--- config.mk ---
export PLATFORM = sky130hd
export DESIGN_NAME = sfc_credit_regs
export DESIGN_NICKNAME = d
export VERILOG_FILES = /design/src/sfc_pkg.sv /design/src/sfc_credit_regs.sv
export SDC_FILE = /design/constraint.sdc
export NUM_CORES = 1
export LEC_CHECK = 0
export BUFFER_PORTS_ARGS = -buffer_cell sky130_fd_sc_hd__buf_2
export CAP_MARGIN = 0
export CORE_ASPECT_RATIO = 0.6
export CORE_MARGIN = 2
export CORE_UTILIZATION = 55
export CTS_CLUSTER_SIZE = 10
export DETAILED_ROUTE_END_ITERATION = 8
export PLACE_DENSITY = 0.86
export SYNTH_ARGS = -nofsm -noshare
export SYNTH_HDL_FRONTEND = slang
export SYNTH_SLANG_ARGS = --single-unit
--- constraint.sdc ---
create_clock -name mclk_in -period 4.2 [get_ports mclk_in]
set_input_delay 0 -clock mclk_in [delete_from_list [all_inputs] [get_ports mclk_in]]
set_output_delay 0 -clock mclk_in [all_outputs]
set_load 0.02 [all_outputs]
--- src/sfc_pkg.sv ---
// Package: register map, field layout and reset values of the switch credit block
package sfc_pkg;
    // ==================================================
    // Register offsets (byte addresses)
    localparam logic [7:0]  OFS_RI2SW     = 8'h70;
    localparam logic [7:0]  OFS_SW2RI     = 8'h74;
    localparam logic [7:0]  OFS_MC2SW     = 8'h78;
    localparam logic [7:0]  OFS_POOL      = 8'h7C;
    // ==================================================
    // Reset values
    localparam logic [31:0] RST_RI2SW     = 32'h5102_0111;
    localparam logic [31:0] RST_SW2RI     = 32'h5000_8011;
    localparam logic [31:0] RST_MC2SW     = 32'h0800_3800;
    localparam logic [31:0] RST_POOL      = 32'h0000_2210;
    localparam logic [3:0]  RST_POOL_CMD1 = 4'hB;
    localparam logic [3:0]  RST_POOL_CMD2 = 4'hA;
    // ==================================================
    // Writable bit masks, reserved bits stay zero
    localparam logic [31:0] MSK_RI2SW     = 32'hF333_0333;
    localparam logic [31:0] MSK_SW2RI     = 32'hF070_F077;
    localparam logic [31:0] MSK_MC2SW     = 32'h0F00_7F00;
    localparam logic [31:0] MSK_POOL      = 32'h0000_373F;
    // ==================================================
    // Field positions used by the flow-control outputs
    localparam int          RI_DISP_LSB   = 20;
    localparam int          RI_DISP_W     = 2;
    localparam int          SW_DISP_LSB   = 20;
    localparam int          SW_DISP_W     = 3;
    localparam int          SW_PROBE_LSB  = 12;
    localparam int          SW_PROBE_W    = 4;
    localparam int          POOL_CMD_LSB  = 0;
    localparam int          POOL_CMD_W    = 4;
    // ==================================================
    // Bus answers
    localparam logic [1:0]  RESP_OKAY     = 2'b00;
    localparam logic [1:0]  RESP_SLVERR   = 2'b10;
endpackage : sfc_pkg

--- src/sfc_credit_regs.sv ---
// Switch credit configuration registers with staged counts and display refresh classifier
//
// Local design decision: the AXI4-Lite slave port.
`timescale 1ns/100ps
// ==================================================
module sfc_credit_regs (
    // Clock, resets and core-count strap
    input  wire logic                          mclk_in,
    input  wire logic                          rst_n_in,
    input  wire logic                          warm_rst_in,
    input  wire logic                          dual_core_in,
    // AXI4-Lite write address and data
    input  wire logic                          s_axi_awvalid_in,
    output logic                               s_axi_awready_out,
    input  wire logic [7:0]                    s_axi_awaddr_in,
    input  wire logic                          s_axi_wvalid_in,
    output logic                               s_axi_wready_out,
    input  wire logic [31:0]                   s_axi_wdata_in,
    input  wire logic [3:0]                    s_axi_wstrb_in,
    // AXI4-Lite write response
    output logic                               s_axi_bvalid_out,
    input  wire logic                          s_axi_bready_in,
    output logic [1:0]                         s_axi_bresp_out,
    // AXI4-Lite read
    input  wire logic                          s_axi_arvalid_in,
    output logic                               s_axi_arready_out,
    input  wire logic [7:0]                    s_axi_araddr_in,
    output logic                               s_axi_rvalid_out,
    input  wire logic                          s_axi_rready_in,
    output logic [31:0]                        s_axi_rdata_out,
    output logic [1:0]                         s_axi_rresp_out,
    // Active credit words
    output logic [31:0]                        act_ri2sw_out,
    output logic [31:0]                        act_sw2ri_out,
    output logic [31:0]                        act_mc2sw_out,
    output logic [31:0]                        act_pool_out,
    output logic [sfc_pkg::RI_DISP_W-1:0]      act_up_disp_out,
    output logic [sfc_pkg::SW_DISP_W-1:0]      act_down_disp_out,
    // Incoming read request header
    input  wire logic                          hdr_valid_in,
    input  wire logic                          hdr_read_in,
    input  wire logic                          hdr_isoc_in,
    input  wire logic                          hdr_passpw_in,
    input  wire logic                          hdr_rsppasspw_in,
    input  wire logic                          hdr_coherent_in,
    input  wire logic [3:0]                    hdr_seqid_in,
    // Classification result
    output logic                               req_valid_out,
    output logic                               high_prio_out,
    output logic                               disp_path_out
);
    import sfc_pkg::*;

    // ==================================================
    // Register storage
    logic [31:0] prog_ri2sw;
    logic [31:0] prog_sw2ri;
    logic [31:0] prog_mc2sw;
    logic [31:0] prog_pool;
    logic [7:0]  aw_addr;
    logic [31:0] w_data;
    logic [3:0]  w_strb;
    logic        aw_held;
    logic        w_held;
    logic        do_write;
    logic        wr_hit;
    logic        rd_hit;
    logic [31:0] rd_word;
    logic [3:0]  pool_cmd_rst;
    logic [2:0]  dual_sync;
    logic        dual_core;

    // Byte-lane merge limited to writable bits
    function automatic logic [31:0] merge(input logic [31:0] old, input logic [31:0] nw,
                                          input logic [3:0] strb, input logic [31:0] msk);
        logic [31:0] lanes;
        lanes = {{8{strb[3]}}, {8{strb[2]}}, {8{strb[1]}}, {8{strb[0]}}} & msk;
        return (old & ~lanes) | (nw & lanes);
    endfunction : merge

    // ==================================================
    // Core-count strap: three flops, a change counts once the last two agree
    // Shift stages carry no reset so the strap is sampled while cold reset is held
    always_ff @(posedge mclk_in) begin
        dual_sync <= {dual_sync[1:0], dual_core_in};
    end

    // Filtered strap; a single-cycle glitch never reaches the reset values
    always_ff @(posedge mclk_in) begin
        if (dual_sync[2] == dual_sync[1]) begin
            dual_core <= dual_sync[2];
        end
    end

    // ==================================================
    // Write channel capture, address and data in either order
    assign do_write = aw_held && w_held && !s_axi_bvalid_out;
    assign wr_hit   = (aw_addr == OFS_RI2SW) || (aw_addr == OFS_SW2RI) ||
                      (aw_addr == OFS_MC2SW) || (aw_addr == OFS_POOL);
    assign pool_cmd_rst = dual_core ? RST_POOL_CMD2 : RST_POOL_CMD1;

    // Address latch
    always_ff @(posedge mclk_in) begin
        if (!rst_n_in) begin
            aw_held           <= 1'b0;
            aw_addr           <= 8'h00;
            s_axi_awready_out <= 1'b1;
        end else if (s_axi_awvalid_in && s_axi_awready_out) begin
            aw_held           <= 1'b1;
            aw_addr           <= {s_axi_awaddr_in[7:2], 2'b00};
            s_axi_awready_out <= 1'b0;
        end else if (do_write) begin
            aw_held           <= 1'b0;
        end else if (!aw_held && !s_axi_bvalid_out) begin
            s_axi_awready_out <= 1'b1;
        end
    end

    // Data latch
    always_ff @(posedge mclk_in) begin
        if (!rst_n_in) begin
            w_held           <= 1'b0;
            w_data           <= 32'h0000_0000;
            w_strb           <= 4'h0;
            s_axi_wready_out <= 1'b1;
        end else if (s_axi_wvalid_in && s_axi_wready_out) begin
            w_held           <= 1'b1;
            w_data           <= s_axi_wdata_in;
            w_strb           <= s_axi_wstrb_in;
            s_axi_wready_out <= 1'b0;
        end else if (do_write) begin
            w_held           <= 1'b0;
        end else if (!w_held && !s_axi_bvalid_out) begin
            s_axi_wready_out <= 1'b1;
        end
    end

    // Write response, unmapped offsets answer with an error
    always_ff @(posedge mclk_in) begin
        if (!rst_n_in) begin
            s_axi_bvalid_out <= 1'b0;
            s_axi_bresp_out  <= RESP_OKAY;
        end else if (do_write) begin
            s_axi_bvalid_out <= 1'b1;
            s_axi_bresp_out  <= wr_hit ? RESP_OKAY : RESP_SLVERR;
        end else if (s_axi_bready_in) begin
            s_axi_bvalid_out <= 1'b0;
        end
    end

    // ==================================================
    // Programmed counts; warm reset leaves them, cold reset restores defaults
    always_ff @(posedge mclk_in) begin
        if (!rst_n_in) begin
            prog_ri2sw <= RST_RI2SW;
            prog_sw2ri <= RST_SW2RI;
            prog_mc2sw <= RST_MC2SW;
            prog_pool  <= RST_POOL | {28'h000_0000, pool_cmd_rst};
        end else if (do_write) begin
            case (aw_addr)
                OFS_RI2SW: prog_ri2sw <= merge(prog_ri2sw, w_data, w_strb, MSK_RI2SW);
                OFS_SW2RI: prog_sw2ri <= merge(prog_sw2ri, w_data, w_strb, MSK_SW2RI);
                OFS_MC2SW: prog_mc2sw <= merge(prog_mc2sw, w_data, w_strb, MSK_MC2SW);
                OFS_POOL:  prog_pool  <= merge(prog_pool, w_data, w_strb, MSK_POOL);
                default:   prog_pool  <= prog_pool;
            endcase
        end
    end

    // ==================================================
    // Read channel, one word in flight; returns programmed, not active, counts
    always_comb begin
        rd_hit  = 1'b1;
        case ({s_axi_araddr_in[7:2], 2'b00})
            OFS_RI2SW: rd_word = prog_ri2sw;
            OFS_SW2RI: rd_word = prog_sw2ri;
            OFS_MC2SW: rd_word = prog_mc2sw;
            OFS_POOL:  rd_word = prog_pool;
            default: begin
                rd_word = 32'h0000_0000;
                rd_hit  = 1'b0;
            end
        endcase
    end

    // Read answer one cycle after the address is taken
    always_ff @(posedge mclk_in) begin
        if (!rst_n_in) begin
            s_axi_arready_out <= 1'b1;
            s_axi_rvalid_out  <= 1'b0;
            s_axi_rdata_out   <= 32'h0000_0000;
            s_axi_rresp_out   <= RESP_OKAY;
        end else if (s_axi_arvalid_in && s_axi_arready_out) begin
            s_axi_arready_out <= 1'b0;
            s_axi_rvalid_out  <= 1'b1;
            s_axi_rdata_out   <= rd_word;
            s_axi_rresp_out   <= rd_hit ? RESP_OKAY : RESP_SLVERR;
        end else if (s_axi_rvalid_out && s_axi_rready_in) begin
            s_axi_rvalid_out  <= 1'b0;
            s_axi_arready_out <= 1'b1;
        end
    end

    // ==================================================
    // Active copies: loaded only at reset, so traffic never sees a half-written allocation
    always_ff @(posedge mclk_in) begin
        if (!rst_n_in) begin
            act_ri2sw_out <= RST_RI2SW;
            act_sw2ri_out <= RST_SW2RI;
            act_mc2sw_out <= RST_MC2SW;
            act_pool_out  <= RST_POOL | {28'h000_0000, pool_cmd_rst};
        end else if (warm_rst_in) begin
            act_ri2sw_out <= prog_ri2sw;
            act_sw2ri_out <= prog_sw2ri;
            act_mc2sw_out <= prog_mc2sw;
            act_pool_out  <= prog_pool;
        end
    end

    // Per-direction display refresh allocations
    always_ff @(posedge mclk_in) begin
        if (!rst_n_in) begin
            act_up_disp_out   <= RST_RI2SW[RI_DISP_LSB +: RI_DISP_W];
            act_down_disp_out <= RST_SW2RI[SW_DISP_LSB +: SW_DISP_W];
        end else if (warm_rst_in) begin
            act_up_disp_out   <= prog_ri2sw[RI_DISP_LSB +: RI_DISP_W];
            act_down_disp_out <= prog_sw2ri[SW_DISP_LSB +: SW_DISP_W];
        end
    end

    // ==================================================
    // Display refresh classification, one cycle after the header
    logic is_disp;
    assign is_disp = hdr_read_in && hdr_isoc_in && hdr_passpw_in && hdr_rsppasspw_in &&
                     !hdr_coherent_in && (hdr_seqid_in == 4'h0);

    // Priority and path select travel with the request
    always_ff @(posedge mclk_in) begin
        if (!rst_n_in) begin
            req_valid_out <= 1'b0;
            high_prio_out <= 1'b0;
            disp_path_out <= 1'b0;
        end else begin
            req_valid_out <= hdr_valid_in;
            high_prio_out <= hdr_valid_in && is_disp;
            disp_path_out <= hdr_valid_in && is_disp;
        end
    end
endmodule : sfc_credit_regs

==> results.sh, run 1 <==
export IMPL_run_status="completed"
export IMPL_fin_tns_setup_ns=0
export IMPL_final_cells=1236
export IMPL_io_pins=248
export IMPL_synth_top_cells_by_count="dfxtp_1 (182), nand2_1 (169), mux2i_1 (112), buf_4 (88), nor2_1 (60)"
export IMPL_final_hold_violation_count=0
export IMPL_synth_sequential_area_ratio_pct=48.7
export IMPL_gp_congestion=0.817
export IMPL_yosys_area_top_type_share_pct=45.3
export IMPL_final_layout_size_suffix_gt1_share_pct=20.7
export IMPL_synth_seq_cells=191
export IMPL_worstSetupEndpointType="flop"
export IMPL_antenna_found_initial=3
export IMPL_wire_length_of_the_first_global_routing_pass_mm=32.6
export IMPL_synthCells=852
export IMPL_finalWirelength_mm=20.9
export IMPL_floorplan_initialDensity_pct=55.9
export IMPL_fp_coreArea_um2=14400
export IMPL_avgRoutedWirePerCell_um=16.9
export IMPL_ys_warnings_count=0
export IMPL_clock_insertion_delay_worst_skew_ns=0.43
export IMPL_wp_data_required_ns=4.27
export IMPL_report_power_total_uw=3930
export IMPL_crit_fanout=11
export IMPL_syn_mean_instance_area_um2=9.44
export IMPL_cts_tree="yes"
export IMPL_grt_pass1_vias=6121
export IMPL_setup_worst_path_start_class="flop"
export IMPL_period_needed_ns=2.02
export IMPL_via_count=6473
export IMPL_synth_enable_flop_cells=9
export IMPL_finalCritPeriodShare_pct=48.2
export IMPL_clk_root_buffer_cell="clkbuf_16"
export IMPL_fp_dieH_um=97.7
export IMPL_tightestPinTransition_ns=1.17
export IMPL_dpl_cell_count=1153
export IMPL_globalRouteTotalUtil_pct=26.5
export IMPL_maximum_number_of_pins_on_one_net_before_global_route_repair=61
export IMPL_post_synth_top_flop="dfxtp_1"
export IMPL_synthDominantAreaCellType="dfxtp_1"
export IMPL_slew_headroom_pct=21.8
export IMPL_synth_top_cells_by_area="dfxtp_1 (45%), mux2i_1 (14%), buf_4 (8.2%), nand2_1 (7.9%), edfxtp_1 (3.4%)"
export IMPL_cts_path_max_buffers=2
export IMPL_yosys_cell_types_count=45
export IMPL_final_net_count=1096
export IMPL_post_cts_repair_timing_setup_buffer_count=0
export IMPL_fp_dieArea_um2=15600
export IMPL_setup_violations=0
export IMPL_detailedPlacementHpwl_mm=13.8
export IMPL_gr_total_overflow=0
export IMPL_cts_htree_levels=4
export IMPL_final_max_slew_viol_count=0
export IMPL_cts_resizes=0
export IMPL_setup_clock_skew_after_layout_ns=0.0100
export IMPL_route_antenna_remaining_nets=0
export IMPL_clock_sink_count=191
export IMPL_port_buffers=160
export IMPL_layout_area_overhead_vs_synth_pct=20.3
export IMPL_rsz0062_at_grt="no"
export IMPL_utilization_pct=67.3
export IMPL_final_setup_worst_slack_ns=2.18
export IMPL_synthesis_area_um2=8040
export IMPL_drc_errors=0
export IMPL_leak_pwr_uw=0.00423
export IMPL_timing_hold_worst_class="input port to flop"
export IMPL_dp_slack_ns=2.00
export IMPL_cts_hold_buf=51
export IMPL_yosys_cell_count_top_type="dfxtp_1"
export IMPL_vdd_drop_max_mv=0.302
export IMPL_drt_first_pass_iters=5
export IMPL_drt_iter0_drc=660
export IMPL_row_count=34
export IMPL_number_of_max_cap_violations=0
export IMPL_routed_via_density=5.24
export IMPL_worst_endpoint_arrival_ns=2.09
export IMPL_die_x_um=160
export IMPL_clk_pin_slew_worst_paths_ns=0.07
export IMPL_asr_flop_ratio_synth_pct=0
export IMPL_power_density_nw_per_um2=406
export IMPL_cts_inserted_buffers=17
export IMPL_timing_worst_setup_path_type="flop to flop"
export IMPL_timing_fmax_mhz=494
-- worst max-delay path, stage by stage (launching register included) --
cell and delay (ns):
dfxtp_1 0.43, and3b_1 0.50, nand2_1 0.27, o21ai_0 0.46
-- final timing paths --
path | slack, ns | to | cells after the start | startpoint
worst max-delay path | 2.18 | prog_pool[1] | 3 | w_held
worst min-delay path | 0.02 | s_axi_rdata_out[14] | 4 | s_axi_araddr_in[7]
worst max register to register | 2.18 | prog_pool[1] | 3 | w_held
worst min register to register | 0.33 | dual_sync[1] | 0 | dual_sync[0]
-- kinds of logic (layout without fill, tap and decap cells) --
family / Yosys count / in the layout / synth area share [%]
simple gates: 294 / 294 / 17.3
flops: 191 / 191 / 48.7
buf+inv: 147 / 252 / 11.4
mux: 118 / 118 / 14.8
compound gates: 100 / 100 / 7.69
other cells: 1 / 82 / 0.0466
xor+xnor: 1 / 1 / 0.109
-- routing by layer --
layer	GRT usage (%)	share of wire, %
met5	0	0
met4	7.35	1.4
met2	40.8	46
met1	37.2	45
met3	6.66	8.3
-- layout make-up --
type,instances,area (um^2)
Tap cell,198,248
Sequential cell,191,3910
Inverter,5,18.8
Timing Repair Buffer,218,1360
Clock inverter,10,161
Fill cell,1158,4710
Clock buffer,19,453
Multi-Input combinational cell,592,3500
Antenna cell,3,7.51
-- layout by cell type, fill, tap and decap left out, drive strengths merged, types with 4 or more instances in the layout --
master	n
edfxtp	9
conb	79
nor2b	4
inv	7
nand3	17
a22oi	4
a32o	8
dfxtp	182
nand3b	6
clkbuf	19
mux2i	112
and4	4
a21oi	50
nand4	5
nand2b	5
a22o	4
clkinv	4
nor2	60
dlygate4sd3	51
nor3	6
and2	4
buf	167
nand2	169
o21ai	17
o31ai	9
bufinv	4
mux2	6
-- report_power, final --
| part | switching (uW) | total [uW] | internal (uW) |
|---|---|---|---|
| registers | 31.6 | 1890 | 1860 |
| logic | 226 | 337 | 111 |
| clock network | 676 | 1700 | 1020 |
-- per-stage QoR --
stage | hold WS (ns) | instance area, um^2
5_1_grt | 0.0637 | 9670
2_1_floorplan | 0.0277 | 8330
6_report | 0.0195 | 9670
3_3_place_gp | 0.106 | 8540
4_1_cts | 0.0225 | 9660
3_5_place_dp | 0.104 | 8540
Note: power is estimated with default switching activity, not from simulation.
==> run 2, diff against run 1 <==
--- a/config.mk
+++ b/config.mk
@@ -9,10 +9,10 @@
 export CAP_MARGIN = 0
 export CORE_ASPECT_RATIO = 0.6
 export CORE_MARGIN = 2
-export CORE_UTILIZATION = 55
+export CORE_UTILIZATION = 46
 export CTS_CLUSTER_SIZE = 10
 export DETAILED_ROUTE_END_ITERATION = 8
-export PLACE_DENSITY = 0.86
+export PLACE_DENSITY = 0.77
 export SYNTH_ARGS = -nofsm -noshare
 export SYNTH_HDL_FRONTEND = slang
 export SYNTH_SLANG_ARGS = --single-unit
==> constraint.sdc (replaced) <==
create_clock -name mclk_in -period 1.8 [get_ports mclk_in]
set_input_delay 0 -clock mclk_in [delete_from_list [all_inputs] [get_ports mclk_in]]
set_output_delay 0 -clock mclk_in [all_outputs]
set_load 0.02 [all_outputs]
==> run 2 against run 1 <==
Clock power grew 120%. Register-to-register slack lost 2.0 ns. Via count shrank 0.45%. Global-route usage shrank 3.8 points. Sequential share of layout area shrank 0.63 points. First-iteration DRC count shrank 15%. Cell area grew 1.6%. Sequential power grew 130%. Critical path type unchanged. Largest power group unchanged. Highest routed layer unchanged.
==> results.sh, run 2 (same netlist as run 1, synthesis figures left out) <==
export IMPL_run_status="completed"
export IMPL_worstSetupEndpointType="flop"
export IMPL_fp_dieArea_um2=18600
export IMPL_grt_pass1_vias=5898
export IMPL_globalRouteTotalUtil_pct=22.7
export IMPL_top_signal_layer_used="met4"
export IMPL_vdd_drop_max_mv=0.554
export IMPL_worst_path_max_delay_cell="dfxtp_1"
export IMPL_avgRoutedWirePerCell_um=16.5
export IMPL_register_area_um2=3910
export IMPL_cts_path_max_buffers=2
export IMPL_detailedPlacementHpwl_mm=14.7
export IMPL_fp_coreArea_um2=17100
export IMPL_layout_common_cells="dfxtp_1 (182), nand2_1 (169), buf_2 (160)"
export IMPL_wp_data_required_ns=2.15
export IMPL_max_stage_delay_ns=0.45
export IMPL_timing_hold_worst_class="input port to flop"
export IMPL_crit_fanout=7
export IMPL_timing_worst_setup_path_type="flop to flop"
export IMPL_gr_total_overflow=0
export IMPL_cts_tree="yes"
export IMPL_hold_end="s_axi_rdata_out[14]"
export IMPL_wl_met3_mm=1.59
export IMPL_setup_reg_to_reg_worst_slack_ns=0.19
export IMPL_routed_via_density=5.01
export IMPL_placement_cell_area_um2=8720
export IMPL_cts_resizes=0
export IMPL_drc_errors=0
export IMPL_port_buffers=160
export IMPL_whs_ns=0.0496
export IMPL_finalCritPeriodShare_pct=89.4
export IMPL_report_power_total_uw=8960
export IMPL_layout_area_overhead_vs_synth_pct=22.2
export IMPL_crit_chain="and3b_1 -> buf_4 -> and4_1 -> mux2i_1"
export IMPL_clk_pin_slew_worst_paths_ns=0.07
export IMPL_timing_fmax_mhz=621
export IMPL_fin_tns_setup_ns=0
export IMPL_via_count=6444
export IMPL_drt_first_pass_iters=5
export IMPL_fp_dieH_um=106
export IMPL_leak_pwr_uw=0.00428
export IMPL_multi_input_comb_area_um2=3500
export IMPL_routedLengthMet1_mm=10.3
export IMPL_final_hold_violation_count=0
export IMPL_io_pins=248
export IMPL_worst_endpoint_arrival_ns=1.96
export IMPL_route_met2_wl_mm=9.10
export IMPL_hp_start="s_axi_araddr_in[7]"
export IMPL_clk_root_buffer_cell="clkbuf_16"
export IMPL_number_of_max_cap_violations=0
export IMPL_row_count=37
export IMPL_final_max_slew_viol_count=0
export IMPL_timing_hold_worst_path_depth=4
export IMPL_power_density_nw_per_um2=912
export IMPL_setup_worst_path_start_class="flop"
export IMPL_layout_commonest_cell="dfxtp_1"
export IMPL_setup_violations=0
export IMPL_startpoint_of_the_lowest_slack_register_to_register_path="w_held"
export IMPL_die_x_um=175
export IMPL_tightestPinTransition_ns=0.750
export IMPL_final_design_area_no_fill_um2=9820
export IMPL_ff2ff_path_depth=4
export IMPL_rsz0062_at_grt="no"
export IMPL_antenna_found_initial=3
export IMPL_gp_congestion=0.809
export IMPL_clock_insertion_delay_worst_skew_ns=0.43
export IMPL_fillers=1506
export IMPL_wire_length_of_the_first_global_routing_pass_mm=33.0
export IMPL_final_net_count=1108
export IMPL_final_setup_worst_slack_ns=0.190
export IMPL_drt_iter0_drc=561
export IMPL_period_needed_ns=1.61
export IMPL_finalWirelength_mm=21.2
export IMPL_final_layout_size_suffix_gt1_share_pct=21.8
export IMPL_slew_headroom_pct=50.0
export IMPL_cts_inserted_buffers=17
export IMPL_cts_htree_levels=4
export IMPL_post_cts_repair_timing_setup_buffer_count=0
export IMPL_maximum_number_of_pins_on_one_net_before_global_route_repair=96
export IMPL_floorplan_initialDensity_pct=46.9
export IMPL_route_antenna_remaining_nets=0
export IMPL_clock_sink_count=191
export IMPL_dp_slack_ns=0.249
export IMPL_setup_clock_skew_after_layout_ns=0.00921
run 2: changes by cell type in the layout (fill, tap and decap cells not counted), sizes merged:
cell / delta
inv: +5
clkinv: -1
buf: +12
bufinv: -4
clkinvlp: +3
run 2: metal layers:
metal	global-route usage [%]	up-vias
met3	4.26	19
met2	33.9	229
met1	33.5	3107
met5	0	-
li1	-	3089
met4	5.83	0
run 2: worst max path at each step:
| stage | startpoint | endpoint | slack [ns] |
|---|---|---|---|
| 6_report | w_held | flop | 0.19 |
| 5_1_grt | aw_addr[3] | flop | 0.09 |
| 4_1_cts | w_held | flop | 0.20 |
| 3_5_place_dp | w_held | prog_pool[2] | 0.25 |
| 3_3_place_gp | w_held | prog_pool[2] | 0.29 |
| 2_1_floorplan | s_axi_bvalid_out | prog_pool[1] | 0.27 |
run 2: stage by stage:
step                      instances  utilization (%)
after global routing           1286             57.3
after floorplan                 930                -
final                          1287             57.4
after detailed placement       1201             50.9
after CTS                      1284             57.3
after global placement         1201             50.9
run 2: layout make-up:
type,instances,area share (%)
flip-flops and latches,191,39.8
multi-input cells,592,35.7
repair buffers,230,15.3
clock buffers,19,4.72
well taps,234,2.98
clock inverters,13,1.20
inverters,5,0.204
diodes,3,0.0764
run 2: worst max-delay path: cells and delay by family, from the launching register on:
kind | cells | cell delay [ns]
AND/OR/NAND/NOR | 2 | 0.66
multiplexers | 1 | 0.23
buffers and inverters | 1 | 0.18
flip-flops | 1 | 0.45
run 2: repair_timing:
item | CTS | global route
hold buffers | 51 | 0
endpoints found under the setup margin | 0 | 0
endpoints found under the hold margin | 44 | 0
run 2: power breakdown:
group,leakage [uW],switching [uW],internal (uW)
clock network,0.000280,1780,1950
registers,0.00156,76.3,4340
logic,0.00244,536,280
total,0.00428,2390,6570
